[src/logic/ciw_pkg.sv]
// Constants shared by the card window enable and I/O timing block
package ciw_pkg;

	// Register offsets inside the socket register space
	localparam logic [7:0] OFS_WINDOW_ENABLE = 8'h06;
	localparam logic [7:0] OFS_IO_WINDOW_CONTROL = 8'h07;

	// Values after reset
	localparam logic [7:0] WINDOW_ENABLE_RESET = 8'h00;
	localparam logic [7:0] IO_WINDOW_CONTROL_RESET = 8'h00;

	// Writable bits of the window enable register; bit 5 stays zero
	localparam logic [7:0] WINDOW_ENABLE_WMASK = 8'hDF;

	// Window enable register fields
	localparam int POS_MEM_WIN0_ON = 0;
	localparam int POS_IO_WIN0_ON = 6;
	localparam int POS_IO_WIN1_ON = 7;
	localparam int NUM_MEM_WIN = 5;
	localparam int NUM_IO_WIN = 2;

	// I/O window control fields, window 0 base; window 1 sits 4 bits higher
	localparam int POS_WIDTH_SEL = 0;
	localparam int POS_WIDTH_FROM_CARD = 1;
	localparam int POS_SHORTEN8 = 2;
	localparam int POS_EXTEND16 = 3;
	localparam int IO_CTRL_STRIDE = 4;

	// Timing: one ISA-equivalent cycle against the 20 MHz clock
	localparam int CLOCK_PERIOD_NS = 50;
	localparam int ISA_CYCLE_NS = 125;
	localparam int CLOCKS_PER_ISA = (ISA_CYCLE_NS + CLOCK_PERIOD_NS - 1) / CLOCK_PERIOD_NS;

	// Cycle lengths in ISA-equivalent cycles
	localparam int ISA_CYCLES_8_STD = 6;
	localparam int ISA_CYCLES_8_SHORT = 3;
	localparam int ISA_CYCLES_16_STD = 3;
	localparam int ISA_WAIT_STATES_16 = 1;
	localparam int ISA_CYCLES_MEM = 3;

	// Cycle lengths in clocks
	localparam logic [7:0] CLOCKS_8_STD = 8'(ISA_CYCLES_8_STD * CLOCKS_PER_ISA);
	localparam logic [7:0] CLOCKS_8_SHORT = 8'(ISA_CYCLES_8_SHORT * CLOCKS_PER_ISA);
	localparam logic [7:0] CLOCKS_16_STD = 8'(ISA_CYCLES_16_STD * CLOCKS_PER_ISA);
	localparam logic [7:0] CLOCKS_16_EXT =
		8'((ISA_CYCLES_16_STD + ISA_WAIT_STATES_16) * CLOCKS_PER_ISA);
	localparam logic [7:0] CLOCKS_MEM = 8'(ISA_CYCLES_MEM * CLOCKS_PER_ISA);

	// Access sequencer states
	typedef enum logic [2:0] {
		ST_IDLE = 3'b000,
		ST_DECODE = 3'b001,
		ST_SIZE = 3'b010,
		ST_RUN = 3'b011,
		ST_DONE = 3'b100
	} ciw_state_e;

endpackage : ciw_pkg

[src/logic/ciw_timer_if.sv]
// Carrier between the access sequencer and its cycle timer
`timescale 1ns/1ps
`default_nettype none

interface ciw_timer_if;
	logic start;
	logic [7:0] load;
	logic busy;
	logic expire;

	modport ctl (output start, output load, input busy, input expire);
	modport tmr (input start, input load, output busy, output expire);
endinterface : ciw_timer_if

`default_nettype wire

[src/logic/ciw_window_ctrl.sv]
// Per-socket window enables, access claim and I/O cycle width and timing
`timescale 1ns/1ps
`default_nettype none

module ciw_window_ctrl (
	input wire logic i_clock, // System clock, 20 MHz
	input wire logic i_rstn, // Asynchronous reset, active low
	input wire logic i_reg_wr, // Register write strobe
	input wire logic i_reg_rd, // Register read strobe
	input wire logic [7:0] i_reg_addr, // Register offset
	input wire logic [7:0] i_reg_wdata, // Register write data
	output logic [7:0] o_reg_rdata, // Register read data, held until next read
	input wire logic i_host_req, // One-cycle pulse: host cycle to card space
	input wire logic i_host_is_io, // Request is an I/O cycle, else memory
	input wire logic [4:0] i_mem_hit, // Address falls in memory window n
	input wire logic [1:0] i_io_hit, // Address falls in I/O window n
	output logic o_claim, // Cycle claimed, high until the access ends
	output logic o_host_done, // One-cycle pulse: access complete
	output logic o_io_win_sel, // I/O window taken by the current access
	output logic [4:0] o_mem_win_on, // Memory window enables
	output logic [1:0] o_io_win_on, // I/O window enables
	input wire logic i_card_io_wide_indication_n, // Card 16-bit I/O pin, active low
	output logic o_card_strobe_n, // Card access strobe, active low
	output logic o_card_is_io, // Current card access is I/O
	output logic o_card_wide // Current I/O access is 16 bits
);

	////////////////////////////////////////////////////////////////////////////////
	// Registers

	logic [7:0] win_en_q;
	logic [7:0] win_en_d;
	logic [7:0] io_ctrl_q;
	logic [7:0] io_ctrl_d;
	logic [7:0] rdata_q;
	logic [7:0] rdata_d;

	always_comb begin
		win_en_d = win_en_q;
		io_ctrl_d = io_ctrl_q;
		rdata_d = rdata_q;
		if (i_reg_wr && (i_reg_addr == ciw_pkg::OFS_WINDOW_ENABLE)) begin
			win_en_d = i_reg_wdata & ciw_pkg::WINDOW_ENABLE_WMASK;
		end
		if (i_reg_wr && (i_reg_addr == ciw_pkg::OFS_IO_WINDOW_CONTROL)) begin
			io_ctrl_d = i_reg_wdata;
		end
		if (i_reg_rd) begin
			case (i_reg_addr)
				ciw_pkg::OFS_WINDOW_ENABLE: begin
					rdata_d = win_en_q & ciw_pkg::WINDOW_ENABLE_WMASK;
				end
				ciw_pkg::OFS_IO_WINDOW_CONTROL: begin
					rdata_d = io_ctrl_q;
				end
				default: begin
					rdata_d = 8'h00;
				end
			endcase
		end
	end

	always_ff @(posedge i_clock or negedge i_rstn) begin
		if (!i_rstn) begin
			win_en_q <= ciw_pkg::WINDOW_ENABLE_RESET;
			io_ctrl_q <= ciw_pkg::IO_WINDOW_CONTROL_RESET;
			rdata_q <= 8'h00;
		end else begin
			win_en_q <= win_en_d;
			io_ctrl_q <= io_ctrl_d;
			rdata_q <= rdata_d;
		end
	end

	assign o_reg_rdata = rdata_q;

	////////////////////////////////////////////////////////////////////////////////
	// Window enables and per-window control fields

	logic [4:0] mem_on;
	logic [1:0] io_on;
	logic [1:0] io_width_sel;
	logic [1:0] io_width_from_card;
	logic [1:0] io_shorten8;
	logic [1:0] io_extend16;

	assign mem_on = win_en_q[ciw_pkg::POS_MEM_WIN0_ON +: ciw_pkg::NUM_MEM_WIN];
	assign io_on[0] = win_en_q[ciw_pkg::POS_IO_WIN0_ON];
	assign io_on[1] = win_en_q[ciw_pkg::POS_IO_WIN1_ON];

	genvar gw;
	generate
		for (gw = 0; gw < ciw_pkg::NUM_IO_WIN; gw++) begin : g_io_field
			localparam int BASE = gw * ciw_pkg::IO_CTRL_STRIDE;
			assign io_width_sel[gw] = io_ctrl_q[BASE + ciw_pkg::POS_WIDTH_SEL];
			assign io_width_from_card[gw] = io_ctrl_q[BASE + ciw_pkg::POS_WIDTH_FROM_CARD];
			assign io_shorten8[gw] = io_ctrl_q[BASE + ciw_pkg::POS_SHORTEN8];
			assign io_extend16[gw] = io_ctrl_q[BASE + ciw_pkg::POS_EXTEND16];
		end
	endgenerate

	assign o_mem_win_on = mem_on;
	assign o_io_win_on = io_on;

	////////////////////////////////////////////////////////////////////////////////
	// Card width indication: pin is asynchronous, two flops before use

	logic wide_meta_q;
	logic wide_sync_q;

	always_ff @(posedge i_clock or negedge i_rstn) begin
		if (!i_rstn) begin
			wide_meta_q <= 1'b0;
			wide_sync_q <= 1'b0;
		end else begin
			wide_meta_q <= ~i_card_io_wide_indication_n;
			wide_sync_q <= wide_meta_q;
		end
	end

	////////////////////////////////////////////////////////////////////////////////
	// Hit qualification: a window only hits while its enable is set

	logic [4:0] mem_hit_on;
	logic [1:0] io_hit_on;
	logic io_claimable;
	logic mem_claimable;

	assign mem_hit_on = i_mem_hit & mem_on;
	assign io_hit_on = i_io_hit & io_on;
	assign io_claimable = i_host_req && i_host_is_io && (io_hit_on != 2'b00);
	assign mem_claimable = i_host_req && !i_host_is_io && (mem_hit_on != 5'b00000);

	////////////////////////////////////////////////////////////////////////////////
	// Cycle length for the selected I/O window

	logic win_q;
	logic win_d;
	logic sel_wide;
	logic [7:0] sel_clocks;

	always_comb begin
		if (io_width_from_card[win_q]) begin
			sel_wide = wide_sync_q;
		end else begin
			sel_wide = io_width_sel[win_q];
		end
		if (sel_wide) begin
			if (io_extend16[win_q]) begin
				sel_clocks = ciw_pkg::CLOCKS_16_EXT;
			end else begin
				sel_clocks = ciw_pkg::CLOCKS_16_STD;
			end
		end else begin
			if (io_shorten8[win_q]) begin
				sel_clocks = ciw_pkg::CLOCKS_8_SHORT;
			end else begin
				sel_clocks = ciw_pkg::CLOCKS_8_STD;
			end
		end
	end

	////////////////////////////////////////////////////////////////////////////////
	// Access sequencer

	ciw_timer_if tm ();

	ciw_cycle_timer u_timer (
		.i_clock(i_clock),
		.i_rstn(i_rstn),
		.tm(tm)
	);

	ciw_pkg::ciw_state_e state_q;
	ciw_pkg::ciw_state_e state_d;
	logic claim_q;
	logic claim_d;
	logic is_io_q;
	logic is_io_d;
	logic wide_q;
	logic wide_d;

	// Requests arriving while an access is under way are dropped; the host
	// side is expected to hold off until o_host_done.
	always_comb begin
		state_d = state_q;
		claim_d = claim_q;
		win_d = win_q;
		is_io_d = is_io_q;
		wide_d = wide_q;
		tm.start = 1'b0;
		tm.load = 8'h00;
		case (state_q)
			ciw_pkg::ST_IDLE: begin
				if (io_claimable) begin
					claim_d = 1'b1;
					is_io_d = 1'b1;
					win_d = ~io_hit_on[0];
					wide_d = 1'b0;
					state_d = ciw_pkg::ST_DECODE;
				end else if (mem_claimable) begin
					claim_d = 1'b1;
					is_io_d = 1'b0;
					wide_d = 1'b0;
					tm.start = 1'b1;
					tm.load = ciw_pkg::CLOCKS_MEM;
					state_d = ciw_pkg::ST_RUN;
				end
			end
			ciw_pkg::ST_DECODE: begin
				// One clock for the card to answer the decoded address
				state_d = ciw_pkg::ST_SIZE;
			end
			ciw_pkg::ST_SIZE: begin
				wide_d = sel_wide;
				tm.start = 1'b1;
				tm.load = sel_clocks;
				state_d = ciw_pkg::ST_RUN;
			end
			ciw_pkg::ST_RUN: begin
				if (tm.expire) begin
					state_d = ciw_pkg::ST_DONE;
				end
			end
			ciw_pkg::ST_DONE: begin
				claim_d = 1'b0;
				state_d = ciw_pkg::ST_IDLE;
			end
			default: begin
				claim_d = 1'b0;
				state_d = ciw_pkg::ST_IDLE;
			end
		endcase
	end

	always_ff @(posedge i_clock or negedge i_rstn) begin
		if (!i_rstn) begin
			state_q <= ciw_pkg::ST_IDLE;
			claim_q <= 1'b0;
			win_q <= 1'b0;
			is_io_q <= 1'b0;
			wide_q <= 1'b0;
		end else begin
			state_q <= state_d;
			claim_q <= claim_d;
			win_q <= win_d;
			is_io_q <= is_io_d;
			wide_q <= wide_d;
		end
	end

	assign o_claim = claim_q;
	assign o_host_done = (state_q == ciw_pkg::ST_DONE);
	assign o_io_win_sel = win_q;
	assign o_card_strobe_n = ~(state_q == ciw_pkg::ST_RUN);
	assign o_card_is_io = is_io_q;
	assign o_card_wide = wide_q;

endmodule : ciw_window_ctrl

`default_nettype wire

[src/logic/ciw_cycle_timer.sv]
// Down counter that times one card access in clocks
`timescale 1ns/1ps
`default_nettype none

module ciw_cycle_timer (
	input wire logic i_clock, // System clock
	input wire logic i_rstn, // Asynchronous reset, active low
	ciw_timer_if.tmr tm // Start, length and status
);

	logic [7:0] cnt_q;
	logic [7:0] cnt_d;

	////////////////////////////////////////////////////////////////////////////////
	// Busy for exactly load clocks after the start cycle
	always_comb begin
		cnt_d = cnt_q;
		if (tm.start) begin
			cnt_d = tm.load;
		end else if (cnt_q != 8'h00) begin
			cnt_d = cnt_q - 8'h01;
		end
	end

	always_ff @(posedge i_clock or negedge i_rstn) begin
		if (!i_rstn) begin
			cnt_q <= 8'h00;
		end else begin
			cnt_q <= cnt_d;
		end
	end

	assign tm.busy = (cnt_q != 8'h00);
	assign tm.expire = (cnt_q == 8'h01);

endmodule : ciw_cycle_timer

`default_nettype wire

[config.mk]
export PLATFORM = sky130hd
export DESIGN_NAME = ciw_window_ctrl
export DESIGN_NICKNAME = d
export VERILOG_FILES = /design/src/logic/ciw_pkg.sv /design/src/logic/ciw_timer_if.sv /design/src/logic/ciw_window_ctrl.sv /design/src/logic/ciw_cycle_timer.sv
export SDC_FILE = /design/constraint.sdc
export NUM_CORES = 1
export LEC_CHECK = 0
export BUFFER_PORTS_ARGS = -buffer_cell sky130_fd_sc_hd__buf_2
export CORE_MARGIN = 10
export CORE_UTILIZATION = 47
export CTS_BUF_LIST = sky130_fd_sc_hd__clkbuf_16
export DETAILED_ROUTE_END_ITERATION = 6
export PLACE_DENSITY = 0.77
export SYNTH_ARGS = -nofsm -noshare
export SYNTH_HDL_FRONTEND = slang
export SYNTH_HIERARCHICAL = 1
export SYNTH_SLANG_ARGS = --single-unit
[constraint.sdc]
create_clock -name i_clock -period 1.65 [get_ports i_clock]
set_input_delay 0.33 -clock i_clock [delete_from_list [all_inputs] [get_ports i_clock]]
set_output_delay 0.33 -clock i_clock [all_outputs]
set_load 0.05 [all_outputs]
Yosys cells after proc, flatten, opt, wreduce, memory -nomap -nowiden. Cells that the tools add are included.

Register bits after elaboration: 40. Output and inout port bits: 21.

Add/sub/neg operators: 1. Reduce and logical (&&, ||, !) cells: 20. Order comparisons: 1. Equal/unequal tests: 9. Bitwise logic cells: 6. Mux-type cells: 32.

Operators by type and width (number): case mux 8 bit (2 select lines) (2); two-way mux 8 bit (3); == test 8 x 3 -> 1 bit, second input constant (2); two-way mux 1 bit (16); two-way mux 3 bit (4); case mux 3 bit (4 select lines) (1); AND reduction 2 bit (5); == test 8 x 1 -> 1 bit, second input constant (1); two-way mux 4 bit (2); nonzero test 2 bit (4); nonzero test 8 bit (1); subtractor 8 x 1 -> 8 bit, second input constant (1); == test 3 x 2 -> 1 bit, second input constant (2); logical AND 1 bit (6); case mux 1 bit (2 select lines) (3); bitwise AND 5 bit (1); two-way mux 5 bit (1); nonzero test 5 bit (1); inverter 1 bit (4); == test 3 x 1 -> 1 bit, second input constant (1); == test 3 bit, second input constant (1); logical NOT 3 bit (1); inequality test 3 bit, second input constant (1); OR reduction 3 bit (1); other kinds (4) (4).

Logic depth before layout (Yosys ltp). Gate-level depths: netlist of run 1.

Depth after elaboration: 7. Depth in mapped cells: 7. Gate-level depth less buffers: 7.

Hierarchy. Netlist of run 1, hierarchy kept.

By module, submodules not included: ciw_window_ctrl (cells each 136, area an instance 1515.2 um2, instances 1); ciw_cycle_timer (cells each 59, area an instance 529.3 um2, instances 1).

Worst setup path before layout of run 1. Ideal clock, no wire load.

Path kind: register to register. From: reg win_en_q[2]. To: reg u_timer.cnt_q[5]. Path slack: -472 ps. Data arrival time: 1977 ps. Cell stages (with the launch flop): 7. Library setup time: 146 ps. Buffers on the path: 1. Path through: dfrtp_1 a222oi_1 a311oi_1 nor2_1 nor2_1 clkbuf_1 a221oi_1.

Word-level cells in the longest chain between the ends: 7. Elaborated cells between the ends (all ways): 8. Those cells by class: 4 x mux; 1 x bitwise; 3 x reduce/logical.

RTL lines: start: declaration (RTL line ciw_window_ctrl.sv:31) `logic [7:0] win_en_q;`; start signal: assignment (RTL line ciw_window_ctrl.sv:65) `win_en_q <= ciw_pkg::WINDOW_ENABLE_RESET;`; start signal: assignment (RTL line ciw_window_ctrl.sv:69) `win_en_q <= win_en_d;`; bitwise AND 5 bit (*) (RTL line ciw_window_ctrl.sv:129) `assign mem_hit_on = i_mem_hit & mem_on;`; nonzero test 5 bit (*) (RTL line ciw_window_ctrl.sv:132) `assign mem_claimable = i_host_req && !i_host_is_io && (mem_hit_on != 5'b00000);`; logical AND 1 bit (*) (RTL line ciw_window_ctrl.sv:132); two-way mux 1 bit (*) (RTL line ciw_window_ctrl.sv:201) `end else if (mem_claimable) begin`; two-way mux 1 bit (*) (RTL line ciw_window_ctrl.sv:195) `if (io_claimable) begin`; case mux 1 bit (2 select lines) (*) (RTL line ciw_window_ctrl.sv:193) `case (state_q)`; named net tm.start (RTL line ciw_timer_if.sv:6) `logic start;`; two-way mux 8 bit / nonzero test 2 bit (equally long branches); end signal: assignment (RTL line ciw_cycle_timer.sv:29) `cnt_q <= cnt_d;`; end: declaration (RTL line ciw_cycle_timer.sv:11) `logic [7:0] cnt_q;`.

Mark *: on every way through the listed nets, which the timed path passes. The rest lies on a longest branch. A chain may end at the register's enable or synchronous reset.

Worst setup path in the final report of run 1.
From: reg win_en_q[2]. To: reg u_timer.cnt_q[3].

Same word-level chain as after synthesis.

==> results of run 1 <==
timing repair:
| action | in CTS | in global routing |
|---|---|---|
| buffers inserted | 1 | 1 |
| gates cloned | 0 | 1 |
| gates resized for setup | 2 | 21 |
| hold buffers | 1 | 0 |
| pin swaps | 0 | 12 |
| hold endpoints to repair | 16 | 0 |
| setup endpoints to repair | 8 | 13 |
sequential cells by signal, indices dropped and copies added, names as in the netlist, 3 cells and up:
register and cells:
o_reg_rdata 8, io_ctrl_q 8, u_timer/cnt_q 8, win_en_q 7
state_q 3
cell type report:
cell class              count  area share
clock buffers               5      0.0439
clock inverters             3      0.0132
inverters                  17      0.0242
multi-input cells         132       0.367
flip-flops and latches     40       0.354
well taps                  50      0.0220
repair buffers             78       0.177
per-layer routing:
layer  routed length [µm]  track usage
met5                    0            0
met1                 2530        0.197
met2                 3080        0.256
met4                  184       0.0569
met3                  583       0.0577
worst reg2reg max path: stages, from the launching register on:
cell       delay, ns
dfrtp_2         0.40
a222oi_1        0.45
a311oi_2        0.20
nor2_2          0.20
nor2_4          0.10
clkbuf_16       0.17
nand2_1         0.07
o21ai_0         0.12
stage by stage:
step / hold WS, ns / TNS [ns] / std cells
after detailed placement: 0.281 / -1.21 / 314
after floorplan: 0.0344 / -0.731 / 196
after global placement: 0.275 / -0.574 / 314
after CTS: 0.177 / -0.259 / 324
after global routing: 0.185 / -1.66 / 325
final: 0.177 / -1.36 / 325
worst max-delay path by stage:
stage	start	to	slack [ns]	cells past startpoint
2_1_floorplan	win_en_q[2]$_DFFE_PN0P_	u_timer/cnt_q[5]$_DFFE_PN0P_	-0.13	6
3_3_place_gp	i_reg_addr[5]	win_en_q[0]$_DFFE_PN0P_	-0.06	6
3_5_place_dp	i_mem_hit[2]	u_timer/cnt_q[5]$_DFFE_PN0P_	-0.13	7
4_1_cts	win_en_q[3]$_DFFE_PN0P_	u_timer/cnt_q[1]$_DFFE_PN0P_	-0.05	6
5_1_grt	win_en_q[2]$_DFFE_PN0P_	u_timer/cnt_q[3]$_DFFE_PN0P_	-0.25	7
6_report	win_en_q[2]$_DFFE_PN0P_	u_timer/cnt_q[3]$_DFFE_PN0P_	-0.20	7
power breakdown:
| group | switching (W) | total [W] | internal (W) |
|---|---|---|---|
| Combinational | 0.000714 | 0.00131 | 0.000599 |
| Sequential | 0.000153 | 0.00129 | 0.00113 |
| Clock | 0.000387 | 0.00109 | 0.000703 |
| Total | 0.00125 | 0.00369 | 0.00244 |
==> impl_metrics.env, run 1 <==
export IMPL_outcome="complete, but fails checks"
export IMPL_violations="setup timing"
export IMPL_syn_area_per_cell_um2=10.5
export IMPL_dpl_worst_slack_ns=-0.131
export IMPL_gr_usage_all_layers=0.161
export IMPL_port_buffers=50
export IMPL_p_leak_nw=1.38
export IMPL_layout_setup_ws_ns=-0.199
export IMPL_cpPeakStageDelay_ns=0.45
export IMPL_layout_nets=307
export IMPL_worstReg2RegEnd="u_timer/cnt_q[3]$_DFFE_PN0P_"
export IMPL_place_area_um2=2550
export IMPL_htreeDepth=2
export IMPL_startpoint_type="flop"
export IMPL_layout_common_cells="buf_2 (49), dfrtp_1 (35), buf_4 (24)"
export IMPL_synth_area_um2=2040
export IMPL_cp_max_fo=6
export IMPL_drtPass1Iterations=4
export IMPL_critPathTopFamily="compound AO/OA/AOI/OAI gates"
export IMPL_wirelength_mm=6.38
export IMPL_regArea_um2=1010
export IMPL_end_kind="flop"
export IMPL_drc_errors=0
export IMPL_ir_drop_uv=946
export IMPL_cts_tree="built"
export IMPL_yosysWarningCount=6
export IMPL_path_class="reg2reg"
export IMPL_dieArea_um2=7380
export IMPL_grt_pass1_vias=1864
export IMPL_hold_class="in2reg"
export IMPL_start_util=0.499
export IMPL_maxSlewViolCount=0
export IMPL_critPathArrivalTime_ns=2.00
export IMPL_worst_pin_slew_ns=0.567
export IMPL_grt_overflow_total=0
export IMPL_row_count=23
export IMPL_mostFrequentLayoutCell="buf_2"
export IMPL_antenna_left=0
export IMPL_dp_hpwl_mm=4.25
export IMPL_core_um2=4090
export IMPL_min_delay_worst_endpoint="wide_meta_q$_DFF_PN0_"
export IMPL_vias=1898
export IMPL_hold_depth=2
export IMPL_clockBufferDepth=2
export IMPL_cts_buffers=5
export IMPL_hold_start="i_card_io_wide_indication_n"
export IMPL_antenna_cells=0
export IMPL_setup_viol=8
export IMPL_drive_gt1_frac=0.451
export IMPL_crit_chain="a222oi_1, a311oi_2, nor2_2, nor2_4, clkbuf_16, nand2_1, o21ai_0"
export IMPL_fin_worst_skew_ns=0.00627
export IMPL_timing_slew_headroom=0.618
export IMPL_cap_violations=0
export IMPL_max_freq_ghz=0.541
export IMPL_boundaryPins=51
export IMPL_ff2ff_setup_slack_ns=-0.20
export IMPL_die_h_um=85.9
export IMPL_p_total_w=0.00369
export IMPL_cp_slowest_cell="a222oi_1"
export IMPL_r2r_start="win_en_q[2]$_DFFE_PN0P_"
export IMPL_multi_input_area_um2=1040
export IMPL_path_buf_inv=1
export IMPL_period_minus_slack_ns=1.85
export IMPL_cts_sinks=40
export IMPL_die_x_um=85.9
export IMPL_grt_pass1_wl_mm=9.45
export IMPL_stdcell_area_um2=2850
export IMPL_clk_pin_slew_ns=0.06
export IMPL_synthCells=194
export IMPL_n_fill_cell=293
export IMPL_min_period_over_period=1.12
export IMPL_cts_root_buf="clkbuf_16"
export IMPL_wire_per_inst_um=19.6
export IMPL_rsz0062_at_grt="true"
export IMPL_clk_latency_ns=0.29
export IMPL_power_density_nw_per_um2=1300
export IMPL_crit_required_ns=1.80
export IMPL_finalHoldViolations=0
export IMPL_grt_start_max_net_pins=19
export IMPL_viasPerCell=5.84
export IMPL_synthToLayoutAreaGrowth_pct=39.6
export IMPL_fin_util=0.697
export IMPL_antenna_found_initial=0
export IMPL_rr_worst_depth=7
export IMPL_place_congestion=0.886
export IMPL_drtIter0Drc=215
Power figures use the tool's default switching activity.
==> run 2, diff against run 1 <==
--- a/config.mk
+++ b/config.mk
@@ -5,12 +5,12 @@
 export SDC_FILE = /design/constraint.sdc
 export NUM_CORES = 1
 export LEC_CHECK = 0
-export BUFFER_PORTS_ARGS = -buffer_cell sky130_fd_sc_hd__buf_2
+export BUFFER_PORTS_ARGS = -buffer_cell sky130_fd_sc_hd__buf_4
 export CORE_MARGIN = 10
 export CORE_UTILIZATION = 47
 export CTS_BUF_LIST = sky130_fd_sc_hd__clkbuf_16
 export DETAILED_ROUTE_END_ITERATION = 6
-export PLACE_DENSITY = 0.77
+export PLACE_DENSITY = 0.75
 export SYNTH_ARGS = -nofsm -noshare
 export SYNTH_HDL_FRONTEND = slang
 export SYNTH_HIERARCHICAL = 1
==> run 2 against run 1 <==
The flow still finishes with violations (setup timing). Sequential share of layout area shrank 1.6 points. Clock power is essentially flat. Cell count shrank 0.92%. Utilization grew 3.4 points. Clock skew shrank 0.0042 ns. Flip-flop and latch count is the same. Critical path depth shrank 1. Design area grew 4.9%. Power grew 1.3%. Combinational power grew 5%. Fmax grew 3.2%. Die area is the same. Largest cell class unchanged.
==> impl_metrics.env, run 2 (synthesis gave the netlist of run 1 again) <==
export IMPL_outcome="complete, but fails checks"
export IMPL_violations="setup timing"
export IMPL_grt_start_max_net_pins=41
export IMPL_max_freq_ghz=0.558
export IMPL_gr_usage_all_layers=0.158
export IMPL_setup_viol=8
export IMPL_fin_tns_setup_ns=-0.796
export IMPL_drive_gt1_frac=0.496
export IMPL_row_count=23
export IMPL_clk_pin_slew_ns=0.06
export IMPL_startpoint_type="flop"
export IMPL_port_buffers=50
export IMPL_wl_met3_um=347
export IMPL_dr_wl_met2_mm=2.98
export IMPL_fin_worst_skew_ns=0.00208
export IMPL_dieArea_um2=7380
export IMPL_boundaryPins=51
export IMPL_htreeDepth=2
export IMPL_layout_nets=304
export IMPL_wire_per_inst_um=18.5
export IMPL_wirelength_mm=5.96
export IMPL_finalHoldViolations=0
export IMPL_dp_hpwl_mm=4.10
export IMPL_grt_pass1_vias=1975
export IMPL_stdcell_area_um2=2990
export IMPL_clk_latency_ns=0.28
export IMPL_antenna_left=0
export IMPL_antenna_cells=0
export IMPL_fin_hold_ws_ns=0.0249
export IMPL_critPathArrivalTime_ns=1.95
export IMPL_power_density_nw_per_um2=1250
export IMPL_drt_met1_wl_mm=2.55
export IMPL_drc_errors=0
export IMPL_fin_util=0.731
export IMPL_drtPass1Iterations=4
export IMPL_die_x_um=85.9
export IMPL_maxSlewViolCount=0
export IMPL_viasPerCell=5.72
export IMPL_clockBufferDepth=2
export IMPL_layout_common_cells="buf_4 (72), dfrtp_1 (33), inv_1 (18)"
export IMPL_path_class="reg2reg"
export IMPL_layout_setup_ws_ns=-0.142
export IMPL_p_leak_nw=1.39
export IMPL_core_um2=4090
export IMPL_ir_drop_uv=648
export IMPL_n_fill_cell=273
export IMPL_postCtsHoldBufs=0
export IMPL_die_h_um=85.9
export IMPL_end_kind="flop"
export IMPL_timing_slew_headroom=0.662
export IMPL_period_minus_slack_ns=1.79
export IMPL_top_layer="met4"
export IMPL_mostFrequentLayoutCell="buf_4"
export IMPL_cts_sinks=40
export IMPL_antenna_found_initial=0
export IMPL_drtIter0Drc=103
export IMPL_cap_violations=0
export IMPL_rsz0062_at_grt="true"
export IMPL_synthToLayoutAreaGrowth_pct=46.4
export IMPL_start_util=0.499
export IMPL_vias=1843
export IMPL_hold_class="in2async"
export IMPL_cts_root_buf="clkbuf_16"
export IMPL_grt_pass1_wl_mm=9.45
export IMPL_dpl_worst_slack_ns=-0.177
export IMPL_worst_pin_slew_ns=0.508
export IMPL_cts_tree="built"
export IMPL_cts_buffers=5
export IMPL_grt_overflow_total=0
export IMPL_place_congestion=0.861
export IMPL_crit_required_ns=1.81
export IMPL_place_area_um2=2650
export IMPL_min_period_over_period=1.09
export IMPL_ff2ff_setup_slack_ns=-0.14
export IMPL_cp_max_fo=8
run 2: cell count changes in the layout (fill, tap and decap cells not counted), sizes merged:
cell	delta
clkinv	-2
inv	+2
clkbuf	-1
dlygate4sd3	-1
buf	-1
run 2: final timing paths:
kind,start,endpoint,cells past startpoint
worst max-delay path,win_en_q[2]$_DFFE_PN0P_,u_timer/cnt_q[1]$_DFFE_PN0P_,6
worst min-delay path,i_rstn,o_reg_rdata[6]$_DFFE_PN0P_,1
worst max register to register,win_en_q[2]$_DFFE_PN0P_,u_timer/cnt_q[1]$_DFFE_PN0P_,6
worst min register to register,wide_meta_q$_DFF_PN0_,wide_sync_q$_DFF_PN0_,0
max in group asynchronous,i_rstn,win_en_q[4]$_DFFE_PN0P_,1
min in group i_clock,i_card_io_wide_indication_n,wide_meta_q$_DFF_PN0_,2
run 2: power by group:
| group | internal, W | switching (W) |
|---|---|---|
| combinational | 0.000636 | 0.000743 |
| sequential | 0.00114 | 0.000161 |
| clock | 0.000704 | 0.000356 |
| total | 0.00248 | 0.00126 |
run 2: layout make-up:
class | instances | area [µm²] | share of cell area
inverters | 17 | 63.8 | 0.0214
well taps | 50 | 62.6 | 0.0209
clock inverters | 3 | 38.8 | 0.0130
multi-input cells | 132 | 1110 | 0.373
flip-flops and latches | 40 | 1010 | 0.338
repair buffers | 75 | 574 | 0.192
clock buffers | 5 | 125 | 0.0419
run 2: stage by stage:
step / total power, W / instances
floorplan: 0.00195 / 196
global placement: 0.00238 / 312
detailed placement: 0.00240 / 312
CTS: 0.00355 / 323
global route: 0.00392 / 322
finish: 0.00374 / 322
run 2: routing by layer:
metal | vias up | GRT usage
met5 | - | 0
met4 | 0 | 0.0524
met3 | 7 | 0.0407
met2 | 62 | 0.270
met1 | 912 | 0.186
li1 | 862 | -
run 2: what timing repair did:
item,4_1_cts,5_1_grt
cloned,0,0
pin swaps,3,11
resized for setup,8,26
buffers inserted,3,0
setup endpoints to repair,8,10
run 2: worst max-delay path: stages, from the launching register on:
cell      delay, ns
dfrtp_2        0.39
a222oi_1       0.43
a311oi_2       0.20
nor2_2         0.18
nor2_4         0.09
buf_6          0.15
a22o_1         0.22
==> run 3, diff against run 2 <==
--- a/config.mk
+++ b/config.mk
@@ -8,7 +8,6 @@
 export BUFFER_PORTS_ARGS = -buffer_cell sky130_fd_sc_hd__buf_4
 export CORE_MARGIN = 10
 export CORE_UTILIZATION = 47
-export CTS_BUF_LIST = sky130_fd_sc_hd__clkbuf_16
 export DETAILED_ROUTE_END_ITERATION = 6
 export PLACE_DENSITY = 0.75
 export SYNTH_ARGS = -nofsm -noshare
==> run 3 against run 2 <==
Power is 10% lower. The flow still finishes with violations (setup timing). Clock skew is 0.0033 ns higher. Setup slack worse by 0.034 ns. Non-clock buffer count stayed put. Largest power group unchanged. Wire length is 7.0% lower. Combinational power is 6% lower. Register-to-register slack worse by 0.03 ns. Clock-buffer cell count is 1 higher. Critical endpoint is now u_timer/cnt_q[0]$_DFFE_PN0P_. Die area stayed put.
==> impl_metrics.env, run 3 (synthesis gave the netlist of run 1 again) <==
export IMPL_outcome="complete, but fails checks"
export IMPL_violations="setup timing"
export IMPL_mostFrequentLayoutCell="buf_4"
export IMPL_drtPass1Iterations=4
export IMPL_cts_buffers=5
export IMPL_gr_usage_all_layers=0.151
export IMPL_layout_nets=304
export IMPL_rsz0062_at_grt="true"
export IMPL_finalHoldViolations=0
export IMPL_min_period_over_period=1.11
export IMPL_cts_root_buf="clkbuf_8"
export IMPL_power_share_combinational=0.388
export IMPL_fin_worst_skew_ns=0.00533
export IMPL_drive_gt1_frac=0.478
export IMPL_antenna_found_initial=0
export IMPL_max_freq_ghz=0.548
export IMPL_wire_per_inst_um=17.2
export IMPL_setup_viol=8
export IMPL_p_total_w=0.00336
export IMPL_grt_overflow_total=0
export IMPL_dp_hpwl_mm=4.10
export IMPL_die_h_um=85.9
export IMPL_seqPwrFrac=0.382
export IMPL_boundaryPins=51
export IMPL_cap_violations=0
export IMPL_rr_worst_depth=5
export IMPL_power_density_nw_per_um2=1170
export IMPL_dpl_worst_slack_ns=-0.177
export IMPL_clk_pin_slew_ns=0.07
export IMPL_row_count=23
export IMPL_p_switching_w=0.00115
export IMPL_antenna_cells=0
export IMPL_die_x_um=85.9
export IMPL_clkPwrFrac=0.230
export IMPL_wirelength_mm=5.55
export IMPL_end_kind="flop"
export IMPL_hold_class="in2async"
export IMPL_cts_sinks=40
export IMPL_viasPerCell=5.58
export IMPL_switching_share=0.341
export IMPL_core_um2=4090
export IMPL_period_minus_slack_ns=1.83
export IMPL_p_leak_nw=1.36
export IMPL_cp_max_fo=5
export IMPL_timing_slew_headroom=0.660
export IMPL_intPower_w=0.00222
export IMPL_vias=1797
export IMPL_synthToLayoutAreaGrowth_pct=41.4
export IMPL_drtIter0Drc=73
export IMPL_startpoint_type="flop"
export IMPL_path_class="reg2reg"
export IMPL_ir_drop_uv=604
export IMPL_port_buffers=50
export IMPL_fin_tns_setup_ns=-0.853
export IMPL_dieArea_um2=7380
export IMPL_clockBufferDepth=2
export IMPL_critPathArrivalTime_ns=1.99
export IMPL_worst_pin_slew_ns=0.505
export IMPL_grt_pass1_wl_mm=9.13
export IMPL_htreeDepth=2
export IMPL_layout_setup_ws_ns=-0.176
export IMPL_drc_errors=0
export IMPL_grt_start_max_net_pins=41
export IMPL_layout_common_cells="buf_4 (71), dfrtp_1 (35), inv_1 (16), mux2_2 (16), nand2_1 (12)"
export IMPL_crit_required_ns=1.82
export IMPL_cts_tree="built"
export IMPL_clk_latency_ns=0.29
export IMPL_place_congestion=0.861
export IMPL_antenna_left=0
export IMPL_start_util=0.499
export IMPL_maxSlewViolCount=0
export IMPL_grt_pass1_vias=1880
==> run 3: cell types whose count changed in the layout (fill, tap and decap cells not counted), sizes merged <==
cell    before  now
inv         18   17
clkbuf       5    6
==> run 3: critical path, cell delays in order, from the launching register on <==
cell and delay [ns]:
dfrtp_1 0.42, inv_1 0.12, ha_1 0.17, or4b_1 0.57
nor3_1 0.31, o31ai_4 0.11
==> run 3: area by class of cell <==
cell class | count | area (µm²)
Sequential cell | 40 | 1010
Inverter | 17 | 63.8
Clock buffer | 6 | 72.6
Timing Repair Buffer | 75 | 578
Clock inverter | 2 | 35.0
Fill cell | 299 | 1200
Tap cell | 50 | 62.6
Multi-Input combinational cell | 132 | 1070
==> run 3: final timing paths <==
path / slack, ns / to / start
worst max register to register: -0.18 / u_timer/cnt_q[0]$_DFFE_PN0P_ / u_timer/cnt_q[0]$_DFFE_PN0P_
worst min-delay path: 0.004 / o_reg_rdata[6]$_DFFE_PN0P_ / i_rstn
max in group asynchronous: 1.28 / win_en_q[0]$_DFFE_PN0P_ / i_rstn
min in group i_clock: 0.17 / wide_meta_q$_DFF_PN0_ / i_card_io_wide_indication_n
worst max-delay path: -0.18 / u_timer/cnt_q[0]$_DFFE_PN0P_ / u_timer/cnt_q[0]$_DFFE_PN0P_
worst min register to register: 0.36 / wide_sync_q$_DFF_PN0_ / wide_meta_q$_DFF_PN0_
==> run 3: per-stage QoR <==
step,cell area (µm²),hold WS [ns],utilization,std cells
final,2890,0.00419,0.706,322
after global routing,2890,0.0278,0.706,322
after CTS,2810,0.0166,0.689,323
after detailed placement,2650,0.336,0.648,312
after global placement,2650,0.332,0.648,312
after floorplan,2080,0.0344,-,196
==> run 3: timing repair <==
action                                  4_1_cts  5_1_grt
setup buffers                                 3        0
endpoints found under the setup margin        8       12
cloned                                        0        0
gates resized for setup                      10       19
hold buffers                                  0        0
pin swaps                                     3        8
==> run 3: power by group through the flow <==
| stage | logic, W | clock network, W | registers, W |
|---|---|---|---|
| 2_1_floorplan | 0.000592 | 0 | 0.00136 |
| 3_3_place_gp | 0.00109 | 0 | 0.00129 |
| 3_5_place_dp | 0.00111 | 0 | 0.00129 |
| 4_1_cts | 0.00120 | 0.000795 | 0.00127 |
| 5_1_grt | 0.00141 | 0.000843 | 0.00130 |
| 6_report | 0.00130 | 0.000774 | 0.00128 |
==> run 3: layer usage <==
| layer | track usage | share of wire | vias up |
|---|---|---|---|
| met1 | 0.189 | 0.43 | 886 |
| met4 | 0.0494 | 0.012 | 0 |
| met3 | 0.0407 | 0.060 | 7 |
| met2 | 0.245 | 0.50 | 48 |
| met5 | 0 | 0 | - |
| li1 | - | - | 856 |
